$ cat src/common/qsbr_cfg.svh
// Register indices, field layouts and constants for the quantizer statistics and bin width bank
// Operation
// - Index 0x0ac reads the block 41 red chroma sum, 16 bits.
// - Index 0x0ad reads the field's smallest unprocessed luma sample.
// - Index 0x0ae reads the field's largest unprocessed luma sample.
// - Indices 0x0af and 0x0b0 read blue chroma minimum and maximum.
// - Indices 0x0b1 and 0x0b2 read red chroma minimum and maximum.
// - Statistics are read only; bits above the 16-bit value read zero.
// - Statistics need no reset; undefined until the first field is gathered.
// - Statistics reach both host reads and the serial port transmitter.
// - A read/write table of 84 16-bit entries sits at 0x100 to 0x153.
// - Even table indices hold reciprocal bin widths, odd ones bin widths.
// - Bin widths are unsigned 8.8 fixed point.
// - Reciprocal bin widths are unsigned 6.10 fixed point.
// - The table is not reset; entries are undefined until written.
// - The clock output carries the video clock or half of it, by mode; it stays low while reset_n is low.
// - New field statistics set a ready status bit and a ready pin.
`ifndef QSBR_CFG_SVH
`define QSBR_CFG_SVH
`define QSBR_IDX_RED_SUM 9'h0ac
`define QSBR_IDX_LUMA_MIN 9'h0ad
`define QSBR_IDX_LUMA_MAX 9'h0ae
`define QSBR_IDX_BLUE_MIN 9'h0af
`define QSBR_IDX_BLUE_MAX 9'h0b0
`define QSBR_IDX_RED_MIN 9'h0b1
`define QSBR_IDX_RED_MAX 9'h0b2
`define QSBR_IDX_TABLE_FIRST 9'h100
`define QSBR_IDX_TABLE_LAST 9'h153
`define QSBR_TABLE_DEPTH 84
`define QSBR_STAT_COUNT 7
`define QSBR_BW_INT_BITS 8
`define QSBR_RBW_INT_BITS 6
`endif

$ cat src/common/qsbr_pkg.sv
// Types shared by the quantizer statistics and bin width bank
package qsbr_pkg;
  // One indirect register access
  typedef struct packed {
    logic rd;
    logic wr;
    logic [8:0] index;
    logic [15:0] wdata;
  } qsbr_access_t;
  // One field's worth of gathered statistics
  typedef struct packed {
    logic [15:0] red_chroma_sum;
    logic [15:0] luma_minimum;
    logic [15:0] luma_maximum;
    logic [15:0] blue_chroma_minimum;
    logic [15:0] blue_chroma_maximum;
    logic [15:0] red_chroma_minimum;
    logic [15:0] red_chroma_maximum;
  } qsbr_stats_t;
  // Serial port word stream toward the DSP
  typedef struct packed {
    logic valid;
    logic [2:0] slot;
    logic [15:0] data;
  } qsbr_serial_word_t;
  // Table lookup by the quantizer
  typedef struct packed {
    logic [15:0] bin_width;
    logic [15:0] reciprocal_bin_width;
  } qsbr_quant_pair_t;
  typedef enum logic [1:0] {
    QSBR_TX_IDLE = 2'b00,
    QSBR_TX_SEND = 2'b01
  } qsbr_tx_state_t;
endpackage

$ cat src/verilog/qsbr_regs.sv
// Statistics registers, bin width table, serial statistics sender and clock output
`include "qsbr_cfg.svh"
module qsbr_regs (
  input wire logic clk, // Video clock, 200 MHz
  input wire logic reset_n, // Synchronous reset, active low
  input wire qsbr_pkg::qsbr_access_t host_access, // Host indirect access
  output logic [31:0] host_rdata, // Host read data
  output logic host_rvalid, // Read data valid pulse
  input wire qsbr_pkg::qsbr_access_t dsp_access, // DSP serial table write
  input wire logic stats_load, // Pulse: new field statistics
  input wire qsbr_pkg::qsbr_stats_t stats_in, // Gathered statistics
  input wire logic stats_ack, // Pulse: clears ready flag
  output logic stats_ready_flag, // Ready status bit
  output logic stats_ready_pin, // Ready output pin
  input wire logic serial_ready, // Serial port takes a word
  output qsbr_pkg::qsbr_serial_word_t serial_out, // Statistics word to DSP
  input wire logic [6:0] quant_pair, // Pair select from quantizer
  output qsbr_pkg::qsbr_quant_pair_t quant_out, // Bin width pair
  input wire logic clock_half_mode, // Mode: 1 divides clock by two
  output logic pixel_clock_out // Clock output pin
);
  import qsbr_pkg::*;

  ////////////////////////////////////////////////////////////////////////////
  // Derived sizes
  localparam int unsigned PAIR_COUNT = `QSBR_TABLE_DEPTH / 2; // Quantizer pairs
  localparam int unsigned LAST_SLOT = `QSBR_STAT_COUNT - 1; // Final serial slot

  ////////////////////////////////////////////////////////////////////////////
  // Storage, no reset on statistics or table
  qsbr_stats_t stats;
  logic [15:0] table_mem [0:`QSBR_TABLE_DEPTH-1];

  // Table write select
  logic tab_we;
  logic [6:0] tab_slot;
  logic [15:0] tab_wdata;

  // Ready flag state
  logic ready;
  logic next_ready;

  // Clock divider state
  logic div_phase;
  logic next_div_phase;

  // Serial sender state
  qsbr_tx_state_t tx_state;
  qsbr_tx_state_t next_tx_state;
  logic [2:0] tx_slot;
  logic [2:0] next_tx_slot;
  logic [15:0] tx_data;
  logic [15:0] next_tx_data;

  // Host read state
  logic [31:0] rdata;
  logic [31:0] next_rdata;
  logic rvalid;
  logic next_rvalid;

  // Quantizer lookup state
  logic pair_ok;
  qsbr_quant_pair_t qpair;
  qsbr_quant_pair_t next_qpair;

  // Table hit and offset for an index
  function automatic logic in_table(input logic [8:0] idx);
    in_table = (idx >= `QSBR_IDX_TABLE_FIRST) && (idx <= `QSBR_IDX_TABLE_LAST);
  endfunction

  function automatic logic [6:0] table_slot(input logic [8:0] idx);
    logic [8:0] off;
    off = idx - `QSBR_IDX_TABLE_FIRST;
    table_slot = off[6:0];
  endfunction

  // Table entry of one half of a quantizer pair
  function automatic logic [6:0] pair_entry(input logic [6:0] pair, input logic odd);
    pair_entry = {pair[5:0], odd};
  endfunction

  // Statistic by serial slot
  function automatic logic [15:0] stat_pick(input qsbr_stats_t s, input logic [2:0] k);
    logic [15:0] v;
    v = 16'h0000;
    unique case (k)
      3'h0: begin
        v = s.red_chroma_sum;
      end
      3'h1: begin
        v = s.luma_minimum;
      end
      3'h2: begin
        v = s.luma_maximum;
      end
      3'h3: begin
        v = s.blue_chroma_minimum;
      end
      3'h4: begin
        v = s.blue_chroma_maximum;
      end
      3'h5: begin
        v = s.red_chroma_minimum;
      end
      3'h6: begin
        v = s.red_chroma_maximum;
      end
      default: v = 16'h0000;
    endcase
    stat_pick = v;
  endfunction

  ////////////////////////////////////////////////////////////////////////////
  // Statistics capture; bus writes never reach these
  always_ff @(posedge clk) begin
    if (stats_load) begin
      stats <= stats_in;
    end
  end

  // Table write select; host wins a same-cycle clash
  always_comb begin
    tab_we = 1'b0;
    tab_slot = 7'h00;
    tab_wdata = 16'h0000;
    if (host_access.wr && in_table(host_access.index)) begin
      tab_we = 1'b1;
      tab_slot = table_slot(host_access.index);
      tab_wdata = host_access.wdata;
    end else if (dsp_access.wr && in_table(dsp_access.index)) begin
      tab_we = 1'b1;
      tab_slot = table_slot(dsp_access.index);
      tab_wdata = dsp_access.wdata;
    end
  end

  // Table storage, never reset
  always_ff @(posedge clk) begin
    if (tab_we) begin
      table_mem[tab_slot] <= tab_wdata;
    end
  end

  ////////////////////////////////////////////////////////////////////////////
  // Host read decode, upper half always zero
  always_comb begin
    next_rvalid = host_access.rd;
    next_rdata = rdata;
    if (host_access.rd) begin
      next_rdata = 32'h00000000;
      if (in_table(host_access.index)) begin
        next_rdata[15:0] = table_mem[table_slot(host_access.index)];
      end else begin
        unique case (host_access.index)
          `QSBR_IDX_RED_SUM: begin
            next_rdata[15:0] = stats.red_chroma_sum;
          end
          `QSBR_IDX_LUMA_MIN: begin
            next_rdata[15:0] = stats.luma_minimum;
          end
          `QSBR_IDX_LUMA_MAX: begin
            next_rdata[15:0] = stats.luma_maximum;
          end
          `QSBR_IDX_BLUE_MIN: begin
            next_rdata[15:0] = stats.blue_chroma_minimum;
          end
          `QSBR_IDX_BLUE_MAX: begin
            next_rdata[15:0] = stats.blue_chroma_maximum;
          end
          `QSBR_IDX_RED_MIN: begin
            next_rdata[15:0] = stats.red_chroma_minimum;
          end
          `QSBR_IDX_RED_MAX: begin
            next_rdata[15:0] = stats.red_chroma_maximum;
          end
          default: next_rdata[15:0] = 16'h0000;
        endcase
      end
    end
  end

  // Quantizer lookup: even entry reciprocal 6.10, odd entry bin width 8.8
  always_comb begin
    pair_ok = ({1'b0, quant_pair} < 8'(PAIR_COUNT));
    next_qpair = qpair;
    if (pair_ok) begin
      next_qpair.reciprocal_bin_width = table_mem[pair_entry(quant_pair, 1'b0)];
      next_qpair.bin_width = table_mem[pair_entry(quant_pair, 1'b1)];
    end
  end

  // Host read registers
  always_ff @(posedge clk) begin
    if (!reset_n) begin
      rdata <= 32'h00000000;
      rvalid <= 1'b0;
    end else begin
      rdata <= next_rdata;
      rvalid <= next_rvalid;
    end
  end

  // Quantizer pair register
  always_ff @(posedge clk) begin
    if (!reset_n) begin
      qpair <= '0;
    end else begin
      qpair <= next_qpair;
    end
  end

  ////////////////////////////////////////////////////////////////////////////
  // Ready flag: new field sets, ack clears, set wins
  always_comb begin
    next_ready = ready;
    if (stats_ack) begin
      next_ready = 1'b0;
    end
    if (stats_load) begin
      next_ready = 1'b1;
    end
  end

  always_ff @(posedge clk) begin
    if (!reset_n) begin
      ready <= 1'b0;
    end else begin
      ready <= next_ready;
    end
  end

  ////////////////////////////////////////////////////////////////////////////
  // Serial sender: seven words per field after capture
  // Data word is registered; a load takes the word straight from stats_in
  always_comb begin
    next_tx_state = tx_state;
    next_tx_slot = tx_slot;
    next_tx_data = tx_data;
    unique case (tx_state)
      QSBR_TX_IDLE: begin
        if (stats_load) begin
          next_tx_state = QSBR_TX_SEND;
          next_tx_slot = 3'h0;
          next_tx_data = stat_pick(stats_in, 3'h0);
        end
      end
      QSBR_TX_SEND: begin
        if (stats_load) begin
          next_tx_slot = 3'h0;
          next_tx_data = stat_pick(stats_in, 3'h0);
        end else if (serial_ready) begin
          if (tx_slot == 3'(LAST_SLOT)) begin
            next_tx_state = QSBR_TX_IDLE;
            next_tx_slot = 3'h0;
            next_tx_data = 16'h0000;
          end else begin
            next_tx_slot = tx_slot + 3'h1;
            next_tx_data = stat_pick(stats, tx_slot + 3'h1);
          end
        end
      end
      default: begin
        next_tx_state = QSBR_TX_IDLE;
        next_tx_slot = 3'h0;
        next_tx_data = 16'h0000;
      end
    endcase
  end

  // Serial sender registers
  always_ff @(posedge clk) begin
    if (!reset_n) begin
      tx_state <= QSBR_TX_IDLE;
      tx_slot <= 3'h0;
      tx_data <= 16'h0000;
    end else begin
      tx_state <= next_tx_state;
      tx_slot <= next_tx_slot;
      tx_data <= next_tx_data;
    end
  end

  ////////////////////////////////////////////////////////////////////////////
  // Clock output divider
  always_comb begin
    next_div_phase = ~div_phase;
  end

  always_ff @(posedge clk) begin
    if (!reset_n) begin
      div_phase <= 1'b0;
    end else begin
      div_phase <= next_div_phase;
    end
  end

  // Full rate passes the clock gated by reset_n, half rate the divider
  assign pixel_clock_out = clock_half_mode ? div_phase : (clk & reset_n);

  // Host bus outputs
  assign host_rdata = rdata;
  assign host_rvalid = rvalid;

  // Ready flag and pin carry the same level
  assign stats_ready_flag = ready;
  assign stats_ready_pin = ready;

  // Quantizer pair output
  assign quant_out = qpair;

  // Serial word toward the DSP
  assign serial_out.valid = (tx_state == QSBR_TX_SEND);
  assign serial_out.slot = tx_slot;
  assign serial_out.data = tx_data;
endmodule

$ cat config.mk
export PLATFORM = sky130hd
export DESIGN_NAME = qsbr_regs
export DESIGN_NICKNAME = d
export VERILOG_FILES = /design/src/common/qsbr_pkg.sv /design/src/verilog/qsbr_regs.sv
export VERILOG_INCLUDE_DIRS = /design/src /design/src/common
export SDC_FILE = /design/constraint.sdc
export NUM_CORES = 2
export LEC_CHECK = 0
export BUFFER_PORTS_ARGS = -buffer_cell sky130_fd_sc_hd__buf_2
export CAP_MARGIN = 20
export CORE_ASPECT_RATIO = 1.5
export CORE_MARGIN = 3
export CORE_UTILIZATION = 39
export DETAILED_ROUTE_END_ITERATION = 10
export SKIP_LAST_GASP = 1
export SLEW_MARGIN = 20
export SYNTH_ARGS = -nofsm -noshare
export SYNTH_HDL_FRONTEND = slang
export SYNTH_SLANG_ARGS = --single-unit
export TNS_END_PERCENT = 30
$ cat constraint.sdc
create_clock -name clk -period 4.2 [get_ports clk]
set_input_delay 0.63 -clock clk [delete_from_list [all_inputs] [get_ports clk]]
set_output_delay 0.63 -clock clk [all_outputs]
set_load 0.005 [all_outputs]
Word level (Yosys, flattened, before mapping)
Memories as Yosys holds them, arrays and structs flattened. A register that Yosys moved wholly into a read port is not among the register bits.
Cells that the tools add are included.
Widths: inputs -> output; s select.
{"block": "classes", "n_bitwise": 2, "n_reduce_logical": 11, "magnitude_cmp": 5, "add_sub_neg": 3, "mux": 29, "n_eq_ne": 20}
{"operator": "$pmux 16 s7", "n": 2}
{"operator": "$mux 16", "n": 7}
{"operator": "$eq 9x8->1 const B", "n": 7}
{"operator": "$pmux 16 s2", "n": 1}
{"operator": "$ge 9x9->1 const B", "n": 2}
{"operator": "$le 9x9->1 const B", "n": 2}
{"operator": "$mux 7", "n": 2}
{"operator": "$sub 7x1->7 const B", "n": 2}
{"operator": "$eq 3x3->1 const B", "n": 4}
{"operator": "$mux 3", "n": 4}
{"operator": "$mux 2", "n": 4}
{"operator": "$lt 7x6->1 const B", "n": 1}
{"operator": "$mux 1", "n": 7}
{"operator": "$eq 3x2->1 const B", "n": 2}
{"operator": "$ne 2x2->1 const B", "n": 3}
{"operator": "$pmux 3 s2", "n": 1}
{"operator": "$logic_and 1x1->1", "n": 4}
{"operator": "$pmux 2 s2", "n": 1}
{"operator": "$reduce_and 4->1", "n": 1}
{"operator": "$add 3x1->3 const B", "n": 1}
{"operator": "$eq 3x1->1 const B", "n": 1}
{"operator": "$logic_not 3->1", "n": 1}
{"operator": "$ne 3x3->1 const B", "n": 1}
{"operator": "$eq 2x1->1 const B", "n": 1}
{"operator": "7 further kinds", "n": 8}
{"block": "word_totals", "input_bits": 179, "memories": 1, "mem_bits_rw": 1344, "ff_bits": 152, "out_inout_bits": 88, "word_cells": 85}
{"memory": "table_mem", "depth": 84, "word_bits": 16, "rd": 3, "rd_clocked_by_memory_dff": 2, "wr": 1, "line": "qsbr_regs.sv:32", "rtl": "logic [15:0] table_mem [0:`QSBR_TABLE_DEPTH-1];"}

Depth between registers and ports, before layout
{"block": "logic_depth", "word_depth": 7, "ltp_mapped": 12}

==> flow_summary.toml <==
[global_route]
use_met1 = 0.3293
antenna_found_initial = 16
first_global_vias = 45496
met2_usage = 0.4608
grt_pass1_wl_um = 363500
grt_max_degree = 104
gr-total-overflow = 0
use_met3 = 0.05861
track_usage = 0.2794
grt-busiest-layer = "met2"

[placement]
numPortBuffers = 249
dp_hpwl_um = 181000
gp_congestion = 0.9380

[yosys]
mappedNetlistArea_um2 = 70590
synth-compound-area-share = 0.07160
yosysWarnings = 0
synth_xor_area_frac = 0
ys.flop_type = "edfxtp_1"
synth_top_cell_area_share = 0.6193
synth.area.mux_share = 0.2289
synth_area_per_cell_um2 = 17.60
yosysUniqueCellTypes = 68
yosys_register_bits = 1527
yosysSeqAreaShare = 0.6395
synth_top_area_cell = "edfxtp_1"
synthSimpleGateAreaFrac = 0.03614
synthCells = 4011
synth_top_family_by_area = "multiplexers"
async_flop_share = 0
synth_edf_count = 1456
synth.area.top_cells = "edfxtp_1 (62%), mux4_2 (18%), mux2i_1 (3.9%), a22oi_1 (2.1%), dfxtp_1 (2.0%)"
synthAdderAreaFrac = 0

[die]
core_area_um2 = 179200
rows = 190
initial_utilization = 0.3938
die_height_um = 527.1
ios = 267
die_w_um = 353.4
die_area_um2 = 186300

[drt]
wire_per_inst_um = 37.51
avgViaCountPerCell = 6.487
first_iter_violations = 6663
vias = 45849
ant_nets = 0
wl_um = 265100
drc = 0
first_pass_iters = 6

[setup_path]
reg2reg_to = "host_rdata[15]"
ff2ff_path_depth = 5
criticalPathCategory = "clock port to output pin"
worst-path-max-fanout = 4
required_ns = 3.57
r2r_slack_ns = 1.64
cp.arrival_ns = 3.15
r2r_start = "table_mem[81][15]"
critPathLaunchType = "clock port"
crit_path_end_kind = "output pin"

[timing]
slew_violations = 0
max_slew.worst_pin.slew_ns = 1.220
setup_viol = 0
skew_ns = 0.05580
tns_ns = 0
rsz0062_at_grt = "no"
holdWs_ns = 0.03428
hold_viol = 0
slew_headroom = 0.1834

[cells_and_area]
layout_commonest_cell = "edfxtp_1"
drive_gt1_frac = 0.3369
area_delta_synth_final_pct = 17.42
layout_common_cells = "edfxtp_1 (1,456), mux4_2 (566), buf_4 (296), mux2i_1 (273), buf_2 (239)"
finalNetCount = 4720
fin_util = 0.4624

[cts]
insertion_delay_ns = 0.98
tritoncts = "built"
post_cts_buffers = 0
clk_pin_slew_ns = 0.05

[worst_hold_path]
min-delay-start = "serial_ready"
min_path_type = "input port to flop"
hold_depth = 4
min_to = "tx_state[0]"

[status]
outcome = "completed"

[flow_run]
cap_violations = 0

[power]
p_total_mw = 33.31
ir_worst_vdd_uv = 313.9
p_leak_nw = 23.76
cellPowerDensity_nw_per_um2 = 401.9
[report_power, final]
part	internal (mW)	switching [mW]	total [mW]
registers	16.8	0.172	17.0
logic	0.965	1.66	2.62
clock network	7.72	5.98	13.7
[routing by layer]
layer  vias to the layer above  part of all wire
li1                      18035                 -
met1                     23868              0.34
met2                      3175              0.48
met3                       767             0.094
met4                         4             0.079
met5                         -          0.000094
[worst max-delay path: stages]
cell       delay [ns]
clkbuf_16        0.15
clkbuf_16        0.12
nand2_1          0.05
o21ai_0          0.39
buf_2            0.30
[worst max-delay path by stage]
stage	start	end	slack, ns	cells past startpoint
floorplan	host_access[17]	table_mem[39][0]	0.20	7
global placement	host_access[17]	host_rdata[10]	0.49	8
detailed placement	host_access[24]	table_mem[6][0]	0.42	8
CTS	clk	pixel_clock_out	0.33	5
global route	clk	pixel_clock_out	0.44	5
finish	clk	pixel_clock_out	0.42	5
[flip-flops by register name (all words and copies together), names as in the netlist]
register          flops
tx_state              1
tx_data              16
stats               112
quant_out            32
host_rdata           16
tx_slot               3
div_phase             1
table_mem          1344
stats_ready_flag      1
host_rvalid           1
[Yosys cell counts (all sizes together), types with 4 or more instances]
library cell  instances
o22ai                56
clkbuf              159
nand3b               12
o211ai               34
nor4                 11
and2                 11
a21oi                68
nand2b               15
edfxtp             1456
a31oi                27
nor2b                56
a2111oi              21
o21a                 11
mux2i               273
or4                   6
or3                   7
o32ai                25
a221o                 5
mux2                 60
nor3                 44
nor3b                 5
nand3                52
a22o                 41
nand4                 8
o221ai               40
mux4                566
a211oi               35
inv                   4
dfxtp                71
nand2               113
a211o                 5
a32o                  6
nor2                176
buf                 189
o21ai                84
and3                  6
a221oi               21
a21boi                4
a22oi               200
[per-stage QoR]
stage,area (um2),cells,worst slack (ns)
3_5_place_dp,76870,6668,0.4179
3_3_place_gp,76870,6668,0.4934
5_1_grt,82860,7057,0.4411
4_1_cts,82850,7054,0.3310
2_1_floorplan,70650,4026,0.2030
6_report,82890,7068,0.4159
[timing repair]
action / in CTS / in global routing
endpoints found under the hold margin: 120 / 0
resized for setup: 0 / 0
hold buffers: 113 / 0
[area by class of cell]
class / count / area (um2)
Clock inverter: 68 / 630.6
Timing Repair Buffer: 702 / 5619
Sequential cell: 1527 / 45150
Tap cell: 2400 / 3003
Fill cell: 15389 / 96360
Multi-Input combinational cell: 2147 / 24210
Antenna cell: 14 / 35.03
Clock buffer: 206 / 4228
Inverter: 4 / 15.01
[cells by family (layout without fill, tap and decap cells)]
| logic type | Yosys count | in the layout |
|---|---|---|
| compound gates | 701 | 701 |
| flops | 1527 | 1527 |
| other cells | 1 | 30 |
| simple gates | 531 | 531 |
| buf+inv | 352 | 980 |
| mux | 899 | 899 |
Power figures use the tool's default switching activity.
